## src/include/hss_pkg.sv

```systemverilog
`default_nettype none
// ****************************************************
// Sequencer constants
// ****************************************************
package hss_pkg;
    // Clock period and derived cycles per microsecond
    localparam int CLK_PERIOD_NS = 10;
    localparam int CYC_PER_US = 1000 / CLK_PERIOD_NS;
    // Counter width, wide enough for the longest wait
    localparam int CNT_W = 32;
    // Times in microseconds, as figures
    localparam int T_SETTLE_US = 220000;   // Startup settle, 220 ms
    localparam int T_PROBE_US = 220000;    // Probe period, 220 ms
    localparam int T_ON_LOW_US = 1500;     // Turn-on inputs low, 1.5 ms
    localparam int T_BREAKER_US = 1200;    // Breaker glitch rejection, 1.2 ms
    localparam int T_GOOD_US = 1260;       // Power-good delay, 1.26 ms
    localparam int T_STEP_OFF_US = 350;    // Step cycle drive off, 350 us
    localparam int T_STEP_RAMP_US = 1000;  // Step cycle ramp start, 1 ms
    localparam int T_RETRY_US = 3500000;   // Autoretry wait, 3.5 s
    localparam int PROBE_RETRY_MULT = 16;  // Probe periods after failed probe
    // Derived cycle counts
    localparam logic [CNT_W-1:0] SETTLE_CYC = CNT_W'(T_SETTLE_US * CYC_PER_US);
    localparam logic [CNT_W-1:0] PROBE_CYC = CNT_W'(T_PROBE_US * CYC_PER_US);
    localparam logic [CNT_W-1:0] ON_LOW_CYC = CNT_W'(T_ON_LOW_US * CYC_PER_US);
    localparam logic [CNT_W-1:0] BREAKER_CYC = CNT_W'(T_BREAKER_US * CYC_PER_US);
    localparam logic [CNT_W-1:0] GOOD_CYC = CNT_W'(T_GOOD_US * CYC_PER_US);
    localparam logic [CNT_W-1:0] STEP_OFF_CYC = CNT_W'(T_STEP_OFF_US * CYC_PER_US);
    localparam logic [CNT_W-1:0] STEP_RAMP_CYC = CNT_W'(T_STEP_RAMP_US * CYC_PER_US);
    localparam logic [CNT_W-1:0] RETRY_CYC = CNT_W'(longint'(T_RETRY_US) * CYC_PER_US);
    localparam logic [CNT_W-1:0] ZERO_CNT = 32'h0000_0000;
    localparam logic [CNT_W-1:0] ONE_CNT = 32'h0000_0001;
    // Sequencer states, Gray coded along the usual path
    typedef enum logic [2:0] {
        HSS_IDLE = 3'h0,
        HSS_SETTLE = 3'h1,
        HSS_PROBE = 3'h3,
        HSS_RAMP = 3'h2,
        HSS_FULL = 3'h6,
        HSS_STEP_OFF = 3'h7,
        HSS_FAULT = 3'h5,
        HSS_RETRY = 3'h4
    } hss_state_t;
endpackage
`default_nettype wire

```

## src/verilog/hss_sequencer.sv

```systemverilog
`default_nettype none
module hss_sequencer #(
    parameter logic [31:0] P_SETTLE_CYC = hss_pkg::SETTLE_CYC,
    parameter logic [31:0] P_PROBE_CYC = hss_pkg::PROBE_CYC,
    parameter logic [31:0] P_ON_LOW_CYC = hss_pkg::ON_LOW_CYC,
    parameter logic [31:0] P_BREAKER_CYC = hss_pkg::BREAKER_CYC,
    parameter logic [31:0] P_GOOD_CYC = hss_pkg::GOOD_CYC,
    parameter logic [31:0] P_STEP_OFF_CYC = hss_pkg::STEP_OFF_CYC,
    parameter logic [31:0] P_STEP_RAMP_CYC = hss_pkg::STEP_RAMP_CYC,
    parameter logic [31:0] P_RETRY_CYC = hss_pkg::RETRY_CYC
) (
    input wire logic i_clk,
    input wire logic i_sys_rst,
    input wire logic i_on_above,             // Turn-on input above its threshold
    input wire logic i_off_above,            // Turn-off input above its threshold
    input wire logic i_overvoltage_in,       // Supply above overvoltage threshold
    input wire logic i_load_above_200mv,     // Probe sees more than 200mV on load
    input wire logic i_out_below_74,         // Output below 74 percent of breaker
    input wire logic i_out_above_breaker,    // Output above breaker_threshold
    input wire logic i_out_above_short,      // Output above short_threshold
    input wire logic i_input_step_sense,     // Step comparator above step_threshold
    input wire logic i_drive_at_90,          // Drive reached 90 percent
    input wire logic i_drive_full,           // Drive reached full enhancement
    input wire logic i_good_polarity_select, // High when left open: active low
    input wire logic i_latched_variant,      // High: latched, low: autoretry
    output logic o_probe_current_pin,        // Probe current enable
    output logic o_drive_ramp,               // Controlled ramp of switch drive
    output logic o_drive_full,               // Rapid pull to full enhancement
    output logic o_drive_off,                // Strong pulldown of switch drive
    output logic o_power_good_out,           // Power-good, polarity applied; driven low during reset in either polarity
    output logic o_fault                     // Fault handling active
);
    // ****************************************************
    // Declarations
    // ****************************************************
    // Local names for the package states, nothing imported
    localparam hss_pkg::hss_state_t HSS_IDLE = hss_pkg::HSS_IDLE;
    localparam hss_pkg::hss_state_t HSS_SETTLE = hss_pkg::HSS_SETTLE;
    localparam hss_pkg::hss_state_t HSS_PROBE = hss_pkg::HSS_PROBE;
    localparam hss_pkg::hss_state_t HSS_RAMP = hss_pkg::HSS_RAMP;
    localparam hss_pkg::hss_state_t HSS_FULL = hss_pkg::HSS_FULL;
    localparam hss_pkg::hss_state_t HSS_STEP_OFF = hss_pkg::HSS_STEP_OFF;
    localparam hss_pkg::hss_state_t HSS_FAULT = hss_pkg::HSS_FAULT;
    localparam hss_pkg::hss_state_t HSS_RETRY = hss_pkg::HSS_RETRY;
    hss_pkg::hss_state_t state_r, state_nxt;     // Sequencer state
    logic [31:0] tmr_r, tmr_nxt;                 // Shared state timer
    logic [31:0] brk_r, brk_nxt;                 // Breaker rejection timer
    logic [31:0] onlow_r, onlow_nxt;             // Both-inputs-low timer
    logic [31:0] retry_lim_r, retry_lim_nxt;     // Wait chosen at fault entry
    logic on_latch_r, on_latch_nxt;              // Turn-on latch
    logic step_cyc_r, step_cyc_nxt;              // Ramp belongs to a step cycle
    logic good_r, good_nxt;                      // Internal power-good
    logic probe_r, ramp_r, full_r, off_r, fault_r, pg_pin_r;
    // ****************************************************
    // Decodes
    // ****************************************************
    wire both_high = i_on_above && i_off_above;
    wire both_low = !i_on_above && !i_off_above;
    wire onlow_done = (onlow_r >= P_ON_LOW_CYC - hss_pkg::ONE_CNT);
    wire supply_ok = on_latch_r && !i_overvoltage_in;
    wire state_chg = (state_nxt != state_r);
    wire tmr_hit_settle = (tmr_r >= P_SETTLE_CYC - hss_pkg::ONE_CNT);
    wire tmr_hit_probe = (tmr_r >= P_PROBE_CYC - hss_pkg::ONE_CNT);
    wire tmr_hit_good = (tmr_r >= P_GOOD_CYC - hss_pkg::ONE_CNT);
    wire tmr_in_off = (tmr_r < P_STEP_OFF_CYC);
    wire tmr_hit_ramp = (tmr_r >= P_STEP_RAMP_CYC - hss_pkg::ONE_CNT);
    wire tmr_hit_retry = (tmr_r >= retry_lim_r - hss_pkg::ONE_CNT);
    wire cb_only = i_out_above_breaker && !i_out_above_short;
    wire brk_done = (brk_r >= P_BREAKER_CYC - hss_pkg::ONE_CNT);
    wire overcur = i_out_above_short || (cb_only && brk_done);
    // Wait after a failed probe, sixteen probe periods
    wire [31:0] probe_retry = 32'(P_PROBE_CYC * 32'(hss_pkg::PROBE_RETRY_MULT));
    // ****************************************************
    // Turn-on latch
    // ****************************************************
    // Counts how long both inputs stay low, then holds at the limit until reset
    always_comb begin
        onlow_nxt = both_low ? onlow_r + hss_pkg::ONE_CNT : hss_pkg::ZERO_CNT;
        if (onlow_done) begin
            onlow_nxt = onlow_r;
        end
    end
    // Set on both high, clear on both low long enough, else hold
    always_comb begin
        on_latch_nxt = on_latch_r;
        if (both_high) begin
            on_latch_nxt = 1'b1;
        end else if (both_low && onlow_done) begin
            on_latch_nxt = 1'b0;
        end
    end
    // ****************************************************
    // Sequencer next state
    // ****************************************************
    always_comb begin
        state_nxt = state_r;
        step_cyc_nxt = step_cyc_r;
        retry_lim_nxt = retry_lim_r;
        good_nxt = good_r;
        case (state_r)
            // Switch off, waiting for good supply
            HSS_IDLE: begin
                good_nxt = 1'b0;
                if (supply_ok) begin
                    state_nxt = HSS_SETTLE;
                end
            end
            // Supply must stay good for the whole settle time
            HSS_SETTLE: begin
                if (!supply_ok) begin
                    state_nxt = HSS_IDLE;
                end else if (tmr_hit_settle) begin
                    state_nxt = HSS_PROBE;
                end
            end
            // Probe current on, watch load voltage
            HSS_PROBE: begin
                step_cyc_nxt = 1'b0;
                if (!supply_ok) begin
                    state_nxt = HSS_IDLE;
                end else if (i_load_above_200mv) begin
                    state_nxt = HSS_RAMP;
                end else if (tmr_hit_probe) begin
                    retry_lim_nxt = probe_retry;
                    state_nxt = i_latched_variant ? HSS_FAULT : HSS_RETRY;
                end
            end
            // Controlled ramp, power-up or step cycle
            HSS_RAMP: begin
                if (!supply_ok) begin
                    state_nxt = HSS_IDLE;
                end else if (i_out_below_74) begin
                    state_nxt = HSS_FULL;
                end else if (i_drive_at_90 && !(step_cyc_r && i_input_step_sense)) begin
                    good_nxt = 1'b0;
                    retry_lim_nxt = P_RETRY_CYC;
                    state_nxt = i_latched_variant ? HSS_FAULT : HSS_RETRY;
                end
            end
            // Full enhancement, monitoring overcurrent
            HSS_FULL: begin
                if (!step_cyc_r && i_drive_full && tmr_hit_good) begin
                    good_nxt = 1'b1;
                end
                if (!supply_ok) begin
                    state_nxt = HSS_IDLE;
                end else if (i_input_step_sense) begin
                    if (overcur) begin
                        step_cyc_nxt = 1'b1;
                        state_nxt = HSS_STEP_OFF;
                    end
                end else if (overcur) begin
                    good_nxt = 1'b0;
                    retry_lim_nxt = P_RETRY_CYC;
                    state_nxt = i_latched_variant ? HSS_FAULT : HSS_RETRY;
                end
            end
            // Step cycle: drive off, then wait for ramp start
            HSS_STEP_OFF: begin
                if (!supply_ok) begin
                    state_nxt = HSS_IDLE;
                end else if (tmr_hit_ramp) begin
                    state_nxt = HSS_RAMP;
                end
            end
            // Latched fault, left only by inputs cycled low
            HSS_FAULT: begin
                good_nxt = 1'b0;
                if (!on_latch_r) begin
                    state_nxt = HSS_IDLE;
                end
            end
            // Autoretry wait, then probe again
            HSS_RETRY: begin
                good_nxt = 1'b0;
                if (tmr_hit_retry) begin
                    state_nxt = supply_ok ? HSS_PROBE : HSS_IDLE;
                end
            end
            default: begin
                state_nxt = HSS_IDLE;
            end
        endcase
        if (!supply_ok) begin
            good_nxt = 1'b0;
        end
        if (state_r == HSS_IDLE) begin
            step_cyc_nxt = 1'b0;
        end
    end
    // ****************************************************
    // Timers
    // ****************************************************
    // Shared timer restarts on every state change
    always_comb begin
        tmr_nxt = state_chg ? hss_pkg::ZERO_CNT : tmr_r + hss_pkg::ONE_CNT;
        if (!state_chg && tmr_r == 32'hffff_ffff) begin
            tmr_nxt = tmr_r;
        end
    end
    // Breaker timer runs only while breaker-only level holds at full
    always_comb begin
        brk_nxt = hss_pkg::ZERO_CNT;
        if (state_r == HSS_FULL && !state_chg && cb_only && i_drive_full) begin
            brk_nxt = brk_done ? brk_r : brk_r + hss_pkg::ONE_CNT;
        end
    end
    // ****************************************************
    // Registers
    // ****************************************************
    // State and timers
    always_ff @(posedge i_clk) begin
        if (i_sys_rst) begin
            state_r <= HSS_IDLE;
            tmr_r <= hss_pkg::ZERO_CNT;
            brk_r <= hss_pkg::ZERO_CNT;
            onlow_r <= hss_pkg::ZERO_CNT;
            retry_lim_r <= hss_pkg::ZERO_CNT;
            on_latch_r <= 1'b0;
            step_cyc_r <= 1'b0;
            good_r <= 1'b0;
        end else begin
            state_r <= state_nxt;
            tmr_r <= tmr_nxt;
            brk_r <= brk_nxt;
            onlow_r <= onlow_nxt;
            retry_lim_r <= retry_lim_nxt;
            on_latch_r <= on_latch_nxt;
            step_cyc_r <= step_cyc_nxt;
            good_r <= good_nxt;
        end
    end
    // ****************************************************
    // Registered outputs
    // ****************************************************
    wire in_fault = (state_nxt == HSS_FAULT) || (state_nxt == HSS_RETRY);
    wire do_probe = (state_nxt == HSS_PROBE);
    wire do_full = (state_nxt == HSS_FULL);
    wire do_ramp = (state_nxt == HSS_RAMP);
    wire step_off = (state_nxt == HSS_STEP_OFF) && (state_chg || tmr_in_off);
    wire do_off = !(do_full || do_ramp || (state_nxt == HSS_STEP_OFF)) || step_off;
    // Drive outputs follow the next state
    always_ff @(posedge i_clk) begin
        if (i_sys_rst) begin
            probe_r <= 1'b0;
            ramp_r <= 1'b0;
            full_r <= 1'b0;
            off_r <= 1'b1;
            fault_r <= 1'b0;
            pg_pin_r <= 1'b0;
        end else begin
            probe_r <= do_probe;
            ramp_r <= do_ramp;
            full_r <= do_full;
            off_r <= do_off;
            fault_r <= in_fault;
            pg_pin_r <= good_nxt ^ i_good_polarity_select;
        end
    end
    assign o_probe_current_pin = probe_r;
    assign o_drive_ramp = ramp_r;
    assign o_drive_full = full_r;
    assign o_drive_off = off_r;
    assign o_fault = fault_r;
    assign o_power_good_out = pg_pin_r;
endmodule
`default_nettype wire
```

## config.mk

```make
export PLATFORM = sky130hd
export DESIGN_NAME = hss_sequencer
export DESIGN_NICKNAME = d
export VERILOG_FILES = /design/src/include/hss_pkg.sv /design/src/verilog/hss_sequencer.sv
export SDC_FILE = /design/constraint.sdc
export NUM_CORES = 1
export LEC_CHECK = 0
export BUFFER_PORTS_ARGS = -buffer_cell sky130_fd_sc_hd__buf_4
export CORE_ASPECT_RATIO = 1.4
export CORE_MARGIN = 8
export CORE_UTILIZATION = 55
export CTS_BUF_LIST = sky130_fd_sc_hd__clkbuf_4
export CTS_CLUSTER_DIAMETER = 60
export DETAILED_ROUTE_END_ITERATION = 8
export PLACE_DENSITY = 0.73
export SLEW_MARGIN = 10
export SYNTH_ARGS = -nofsm -noshare
export SYNTH_HDL_FRONTEND = slang
export SYNTH_SLANG_ARGS = --single-unit
```

## constraint.sdc

```tcl
create_clock -name i_clk -period 3.7 [get_ports i_clk]
set_input_delay 0 -clock i_clk [delete_from_list [all_inputs] [get_ports i_clk]]
set_output_delay 0 -clock i_clk [all_outputs]
set_load 0.02 [all_outputs]
```

### Word-level counts from Yosys, hierarchy flattened

Cells that the tools add are included.

* logic and storage cells: 135
* input port bits: 14
* output and inout port bits: 6
* register bits after elaboration: 140

* equal/unequal tests: 25
* reductions and logical operators: 38
* multiplexer cells: 45
* magnitude comparators: 7
* $add $sub $neg: 4
* bitwise gates (word level): 2

Operators by type and width (number)
* 2-to-1 mux 32 bit: 11
* adder 32 x 1 -> 32 bit, second input constant: 3
* >= comparator 32 x 17 -> 1 bit, second input constant: 3
* case mux 32 bit (3 select lines): 1
* 2-to-1 mux 3 bit: 17
* == test 32 bit, second input constant: 1
* >= comparator 32 x 18 -> 1 bit, second input constant: 1
* >= comparator 32 x 25 -> 1 bit, second input constant: 1
* >= comparator 32 bit: 1
* < comparator 32 x 16 -> 1 bit, second input constant: 1
* subtractor 32 x 1 -> 32 bit, second input constant: 1
* == test 3 bit, second input constant: 8
* case mux 3 bit (8 select lines): 1
* != test 2 bit, second input constant: 10
* logical AND 1 bit: 15
* == test 3 x 2 -> 1 bit, second input constant: 4
* 2-to-1 mux 1 bit: 12
* AND reduction 10 bit: 1
* logical NOT 1 bit: 8
* logical OR 1 bit: 6
* AND reduction 4 bit: 1
* nonzero test 2 bit: 2
* OR reduction 2 bit: 2
* == test 3 x 1 -> 1 bit, second input constant: 1
* other kinds (9): 9

### Depth between registers and ports, before layout

* depth after elaboration: 15
* mapped depth: 17
* gate-level depth less buffers: 15

### Worst setup path after synthesis

Ideal clock, no wire load.

* path type: reg-to-reg
* start: reg retry_lim_r[18]
* end: reg brk_r[10]
* library setup time: 142 ps
* setup slack: 371 ps
* path buffers: 3
* cell stages (with the launch flop): 16
* arrival: 3187 ps
* path through: dfxtp_1 > inv_1 > ha_1 > clkbuf_1 > and2_1 > clkbuf_1 > nand2_1 > ha_1 > nand4_1 > nor3_1 > nand2_1 > o211ai_1 > nor3_1 > nor4_2 > buf_2 > nor4_2

* longest elaborated chain between the ends: 11

Ends and longest elaborated chain
* start, declared: line hss_sequencer.sv:49 `logic [31:0] retry_lim_r, retry_lim_nxt;`
* start signal, assigned: line hss_sequencer.sv:218 `retry_lim_r <= hss_pkg::ZERO_CNT;`
* start signal, assigned: line hss_sequencer.sv:227 `retry_lim_r <= retry_lim_nxt;`
* subtractor 32 x 1 -> 32 bit: line hss_sequencer.sv:67 `wire tmr_hit_retry = (tmr_r >= retry_lim_r - hss_pkg::ONE_CNT);`
* >= comparator 32 bit: line hss_sequencer.sv:67
* 2-to-1 mux 3 bit: line hss_sequencer.sv:176 `if (tmr_hit_retry) begin`
* case mux 3 bit (8 select lines): line hss_sequencer.sv:100 `case (state_r)`
* != test 3 bit: line hss_sequencer.sv:61 `wire state_chg = (state_nxt != state_r);`
* logical NOT 1 bit: line hss_sequencer.sv:204 `if (state_r == HSS_FULL && !state_chg && cb_only && i_drive_full) begin`
* logical AND 1 bit (3 in a row): line hss_sequencer.sv:204
* inverter 1 bit (no source line)
* OR reduction 2 bit (no source line)
* end signal, assigned: line hss_sequencer.sv:216 `brk_r <= hss_pkg::ZERO_CNT;`
* end signal, assigned: line hss_sequencer.sv:225 `brk_r <= brk_nxt;`
* end, declared: line hss_sequencer.sv:47 `logic [31:0] brk_r, brk_nxt;`

No other way between the ends.
A chain may end at the register's enable or synchronous reset.

### Worst setup path after layout

* start: reg retry_lim_r[18]
* end: reg tmr_r[1]

* longest elaborated chain between the ends: 7

Ends and longest elaborated chain
* subtractor 32 x 1 -> 32 bit (*): line hss_sequencer.sv:67
* >= comparator 32 bit (*): line hss_sequencer.sv:67
* 2-to-1 mux 3 bit (*): line hss_sequencer.sv:176
* case mux 3 bit (8 select lines) (*): line hss_sequencer.sv:100
* != test 3 bit (*): line hss_sequencer.sv:61
* logical NOT 1 bit: line hss_sequencer.sv:197 `if (!state_chg && tmr_r == 32'hffff_ffff) begin`
* logical AND 1 bit: line hss_sequencer.sv:197
* end signal, assigned: line hss_sequencer.sv:215 `tmr_r <= hss_pkg::ZERO_CNT;`
* end signal, assigned: line hss_sequencer.sv:224 `tmr_r <= tmr_nxt;`
* end, declared: line hss_sequencer.sv:46 `logic [31:0] tmr_r, tmr_nxt;`

Mark *: on every way between the ends. The rest lies on a longest branch, timed or not.

==> flow_summary.ini <==
[critical_path]
crit_type = register to register
reg2reg_depth = 14
critPathLaunchType = register
cp-end-kind = register
slowest_stage = dfxtp_4
cp_max_fo = 9
max_stage_delay_ns = 0.43
worstReg2RegEnd = tmr_r[1]
cp_cell_sequence = inv_1, ha_2, nand2_1, a31oi_1, ha_1, a41oi_1, o21ai_0, a221oi_1, o211ai_1, nand2_2, nand4_1, a211oi_4, buf_4, nor2b_1
critical_path_arrival_ns = 3.87
worstPathRequired_ns = 4.11
r2r-start = retry_lim_r[18]
crit_start = retry_lim_r[18]
r2r_slack_ns = 0.24

[sta]
hold_viol_final = 0
fin_skew_ns = 0.02389
fmax_mhz = 289.2
drv_slew = 0
period_minus_slack_ns = 3.457
fin_setup_tns_ns = 0
setup_violations = 0
worst_pin_slew_ns = 0.7616
maxSlewHeadroom_pct = 49.12
fin_crit_sh_pct = 93.44

[synth]
ys_async_sr_fraction_pct = 0
ys_types = 73
synth_top_area_cell = dfxtp_1
ys_seq_elements = 111
dominantRegCellSynth = dfxtp_1
ys_seq_area_share_pct = 36.10
synth.most_common_cell = dfxtp_1
avgSynthCellArea_um2 = 8.308
synthTopCellsByCount = dfxtp_1 (111), nand2_1 (76), nor2_1 (63)
ys_warn_count = 0
syn_area_um2 = 6156
syn-instance-count = 741
synth.top_cell.area_share_pct = 36.10
synth_area_leaders = dfxtp_1 (36%), ha_1 (5.7%), xnor2_1 (5.1%), and2_1 (4.7%), nand2_1 (4.6%)
synth_edf_count = 0

[placed_design]
gp_congestion = 0.9299
placed_area_um2 = 6444
io_buffers = 19
dp_cells = 891
hpwl_mm = 10.13

[pwr]
p_leak_uw = 0.002730
p_per_area_nw_per_um2 = 284.5
peakVddDrop_mv = 0.2847
power.total_uw = 1923

[floorplan]
io_pins = 20
start_util_pct = 56.65
die_area_um2 = 14880
fp.coreArea_um2 = 10870
die_x_um = 105.4
rows = 45
die_h_um = 141.2

[route]
wl_per_cell_um = 15.51
antenna_left = 0
routed_wl_mm = 14.29
firstDrtPassIters = 5
vias = 5475
first_iter_violations = 283
drc = 0
vias_per_cell = 5.945

[cells_and_area]
nFillCells = 951
fin_cells = 921
fin_area_um2 = 6761
nets = 816
area_delta_synth_final_pct = 9.837
drive_gt1_share_pct = 10.53
fin_util_pct = 62.22

[grt]
grt_use_met1_pct = 20.62
track_usage_pct = 18.81
overflow = 0
gr-usage-met2_pct = 33.63
antenna_found_initial = 1
grt_pass1_wl_mm = 23.51
grt_max_degree = 33
grt_use_met3_pct = 3.376
globalRoute.busiestLayer = met2
first_global_vias = 5215

[status]
status = completed

[clock_network]
cts_tree = done
clock-sinks = 111
cts_buffer_depth = 2
path_clk_slew_ns = 0.20
htree_levels = 3
ctsRootBufferMaster = clkbuf_4
cts_made_buffers = 9
clkLatencyLatePin_ns = 0.48

[hold_path]
holdPathStages = 6
hold_path_end = brk_r[14]
min_from = i_drive_full
min_path_type = primary input to register

[job]
cap_viol_max_count = 0
per-stage QoR:
stage	hold slack [ns]	setup WS (ns)
finish	0.06753	0.2427
global placement	0.2422	0.2607
detailed placement	0.2531	0.1245
CTS	0.03743	0.02685
global route	0.03778	-0.04277
floorplan	0.08306	0.3711
kinds of logic after synthesis:
| group | after synthesis | share of synthesized area [%] |
|---|---|---|
| adders and majority gates | 28 | 5.691 |
| xor gates and xnor gates | 57 | 8.110 |
| other | 1 | 0.06092 |
| buffers and inverters | 53 | 3.760 |
| AOI/OAI and AO/OA | 114 | 12.50 |
| muxes | 3 | 0.4878 |
| and+or+nand+nor | 374 | 33.29 |
| DFF | 111 | 36.10 |
sequential cells by signal, indices dropped and copies added, names as in the netlist:
register / cells
step_cyc_r: 1
brk_r: 32
o_drive_ramp: 1
o_drive_off: 1
retry_lim_r: 3
on_latch_r: 1
o_fault: 1
tmr_r: 32
onlow_r: 32
o_probe_current_pin: 1
good_r: 1
state_r: 3
o_drive_full: 1
o_power_good_out: 1
timing repair:
item	4_1_cts	5_1_grt
setup buffers	0	2
hold buffers	9	0
setup endpoints to repair	0	55
gates resized for setup	0	20
hold endpoints to repair	24	0
critical path: cells and delay by family (launching register included):
| family | cells | cell delay [ns] |
|---|---|---|
| AO/OA/AOI/OAI | 6 | 1.44 |
| AND/OR/NAND/NOR | 4 | 0.58 |
| buffers and inverters | 2 | 0.38 |
| flip-flops | 1 | 0.43 |
| adder cells (fa/ha/maj) | 2 | 0.55 |
where the power goes:
part / total, uW / internal, uW / switching (uW)
logic: 105 / 45.1 / 59.6
clock network: 598 / 160 / 438
registers: 1220 / 1210 / 10.6
cells in the final DEF, fill, tap and decap left out, types with 9 or more instances in the layout:
cell type | synthesis | layout
ha_1 | 28 | 26
nor2_1 | 63 | 63
dlygate4sd3_1 | 0 | 9
buf_4 | 1 | 29
xnor2_1 | 36 | 36
conb_1 | 1 | 15
nor3_1 | 32 | 30
and3_1 | 18 | 18
and2_1 | 46 | 45
xor2_1 | 21 | 21
nor2b_1 | 10 | 10
dfxtp_1 | 111 | 109
clkbuf_4 | 0 | 9
nand4_1 | 22 | 22
nor4_2 | 11 | 10
a21oi_1 | 27 | 27
nor4_1 | 21 | 21
inv_1 | 19 | 18
nand3_1 | 35 | 35
nand2_1 | 76 | 75
o21ai_0 | 28 | 28
layout make-up:
class	instances	area, um2	share of cell area (%)
clock inverters	7	72.57	1.073
flip-flops and latches	111	2227	32.94
repair buffers	40	330.3	4.885
inverters	21	78.83	1.166
multi-input cells	591	3806	56.29
diodes	1	2.502	0.03701
clock buffers	9	67.56	0.9993
well taps	141	176.4	2.609
per-layer routing:
layer / vias to the layer above / share of wire [%]
met3: 39 / 4.8
met1: 2580 / 41
met5: - / 0
li1: 2686 / -
met2: 170 / 51
met4: 0 / 3.1
worst max path at each step:
stage / end / depth (start not counted)
3_5_place_dp: tmr_r[30] / 14
6_report: tmr_r[1] / 14
4_1_cts: tmr_r[30] / 14
3_3_place_gp: tmr_r[30] / 14
5_1_grt: tmr_r[30] / 14
2_1_floorplan: brk_r[10] / 15
(Power assumes the default switching activity.)
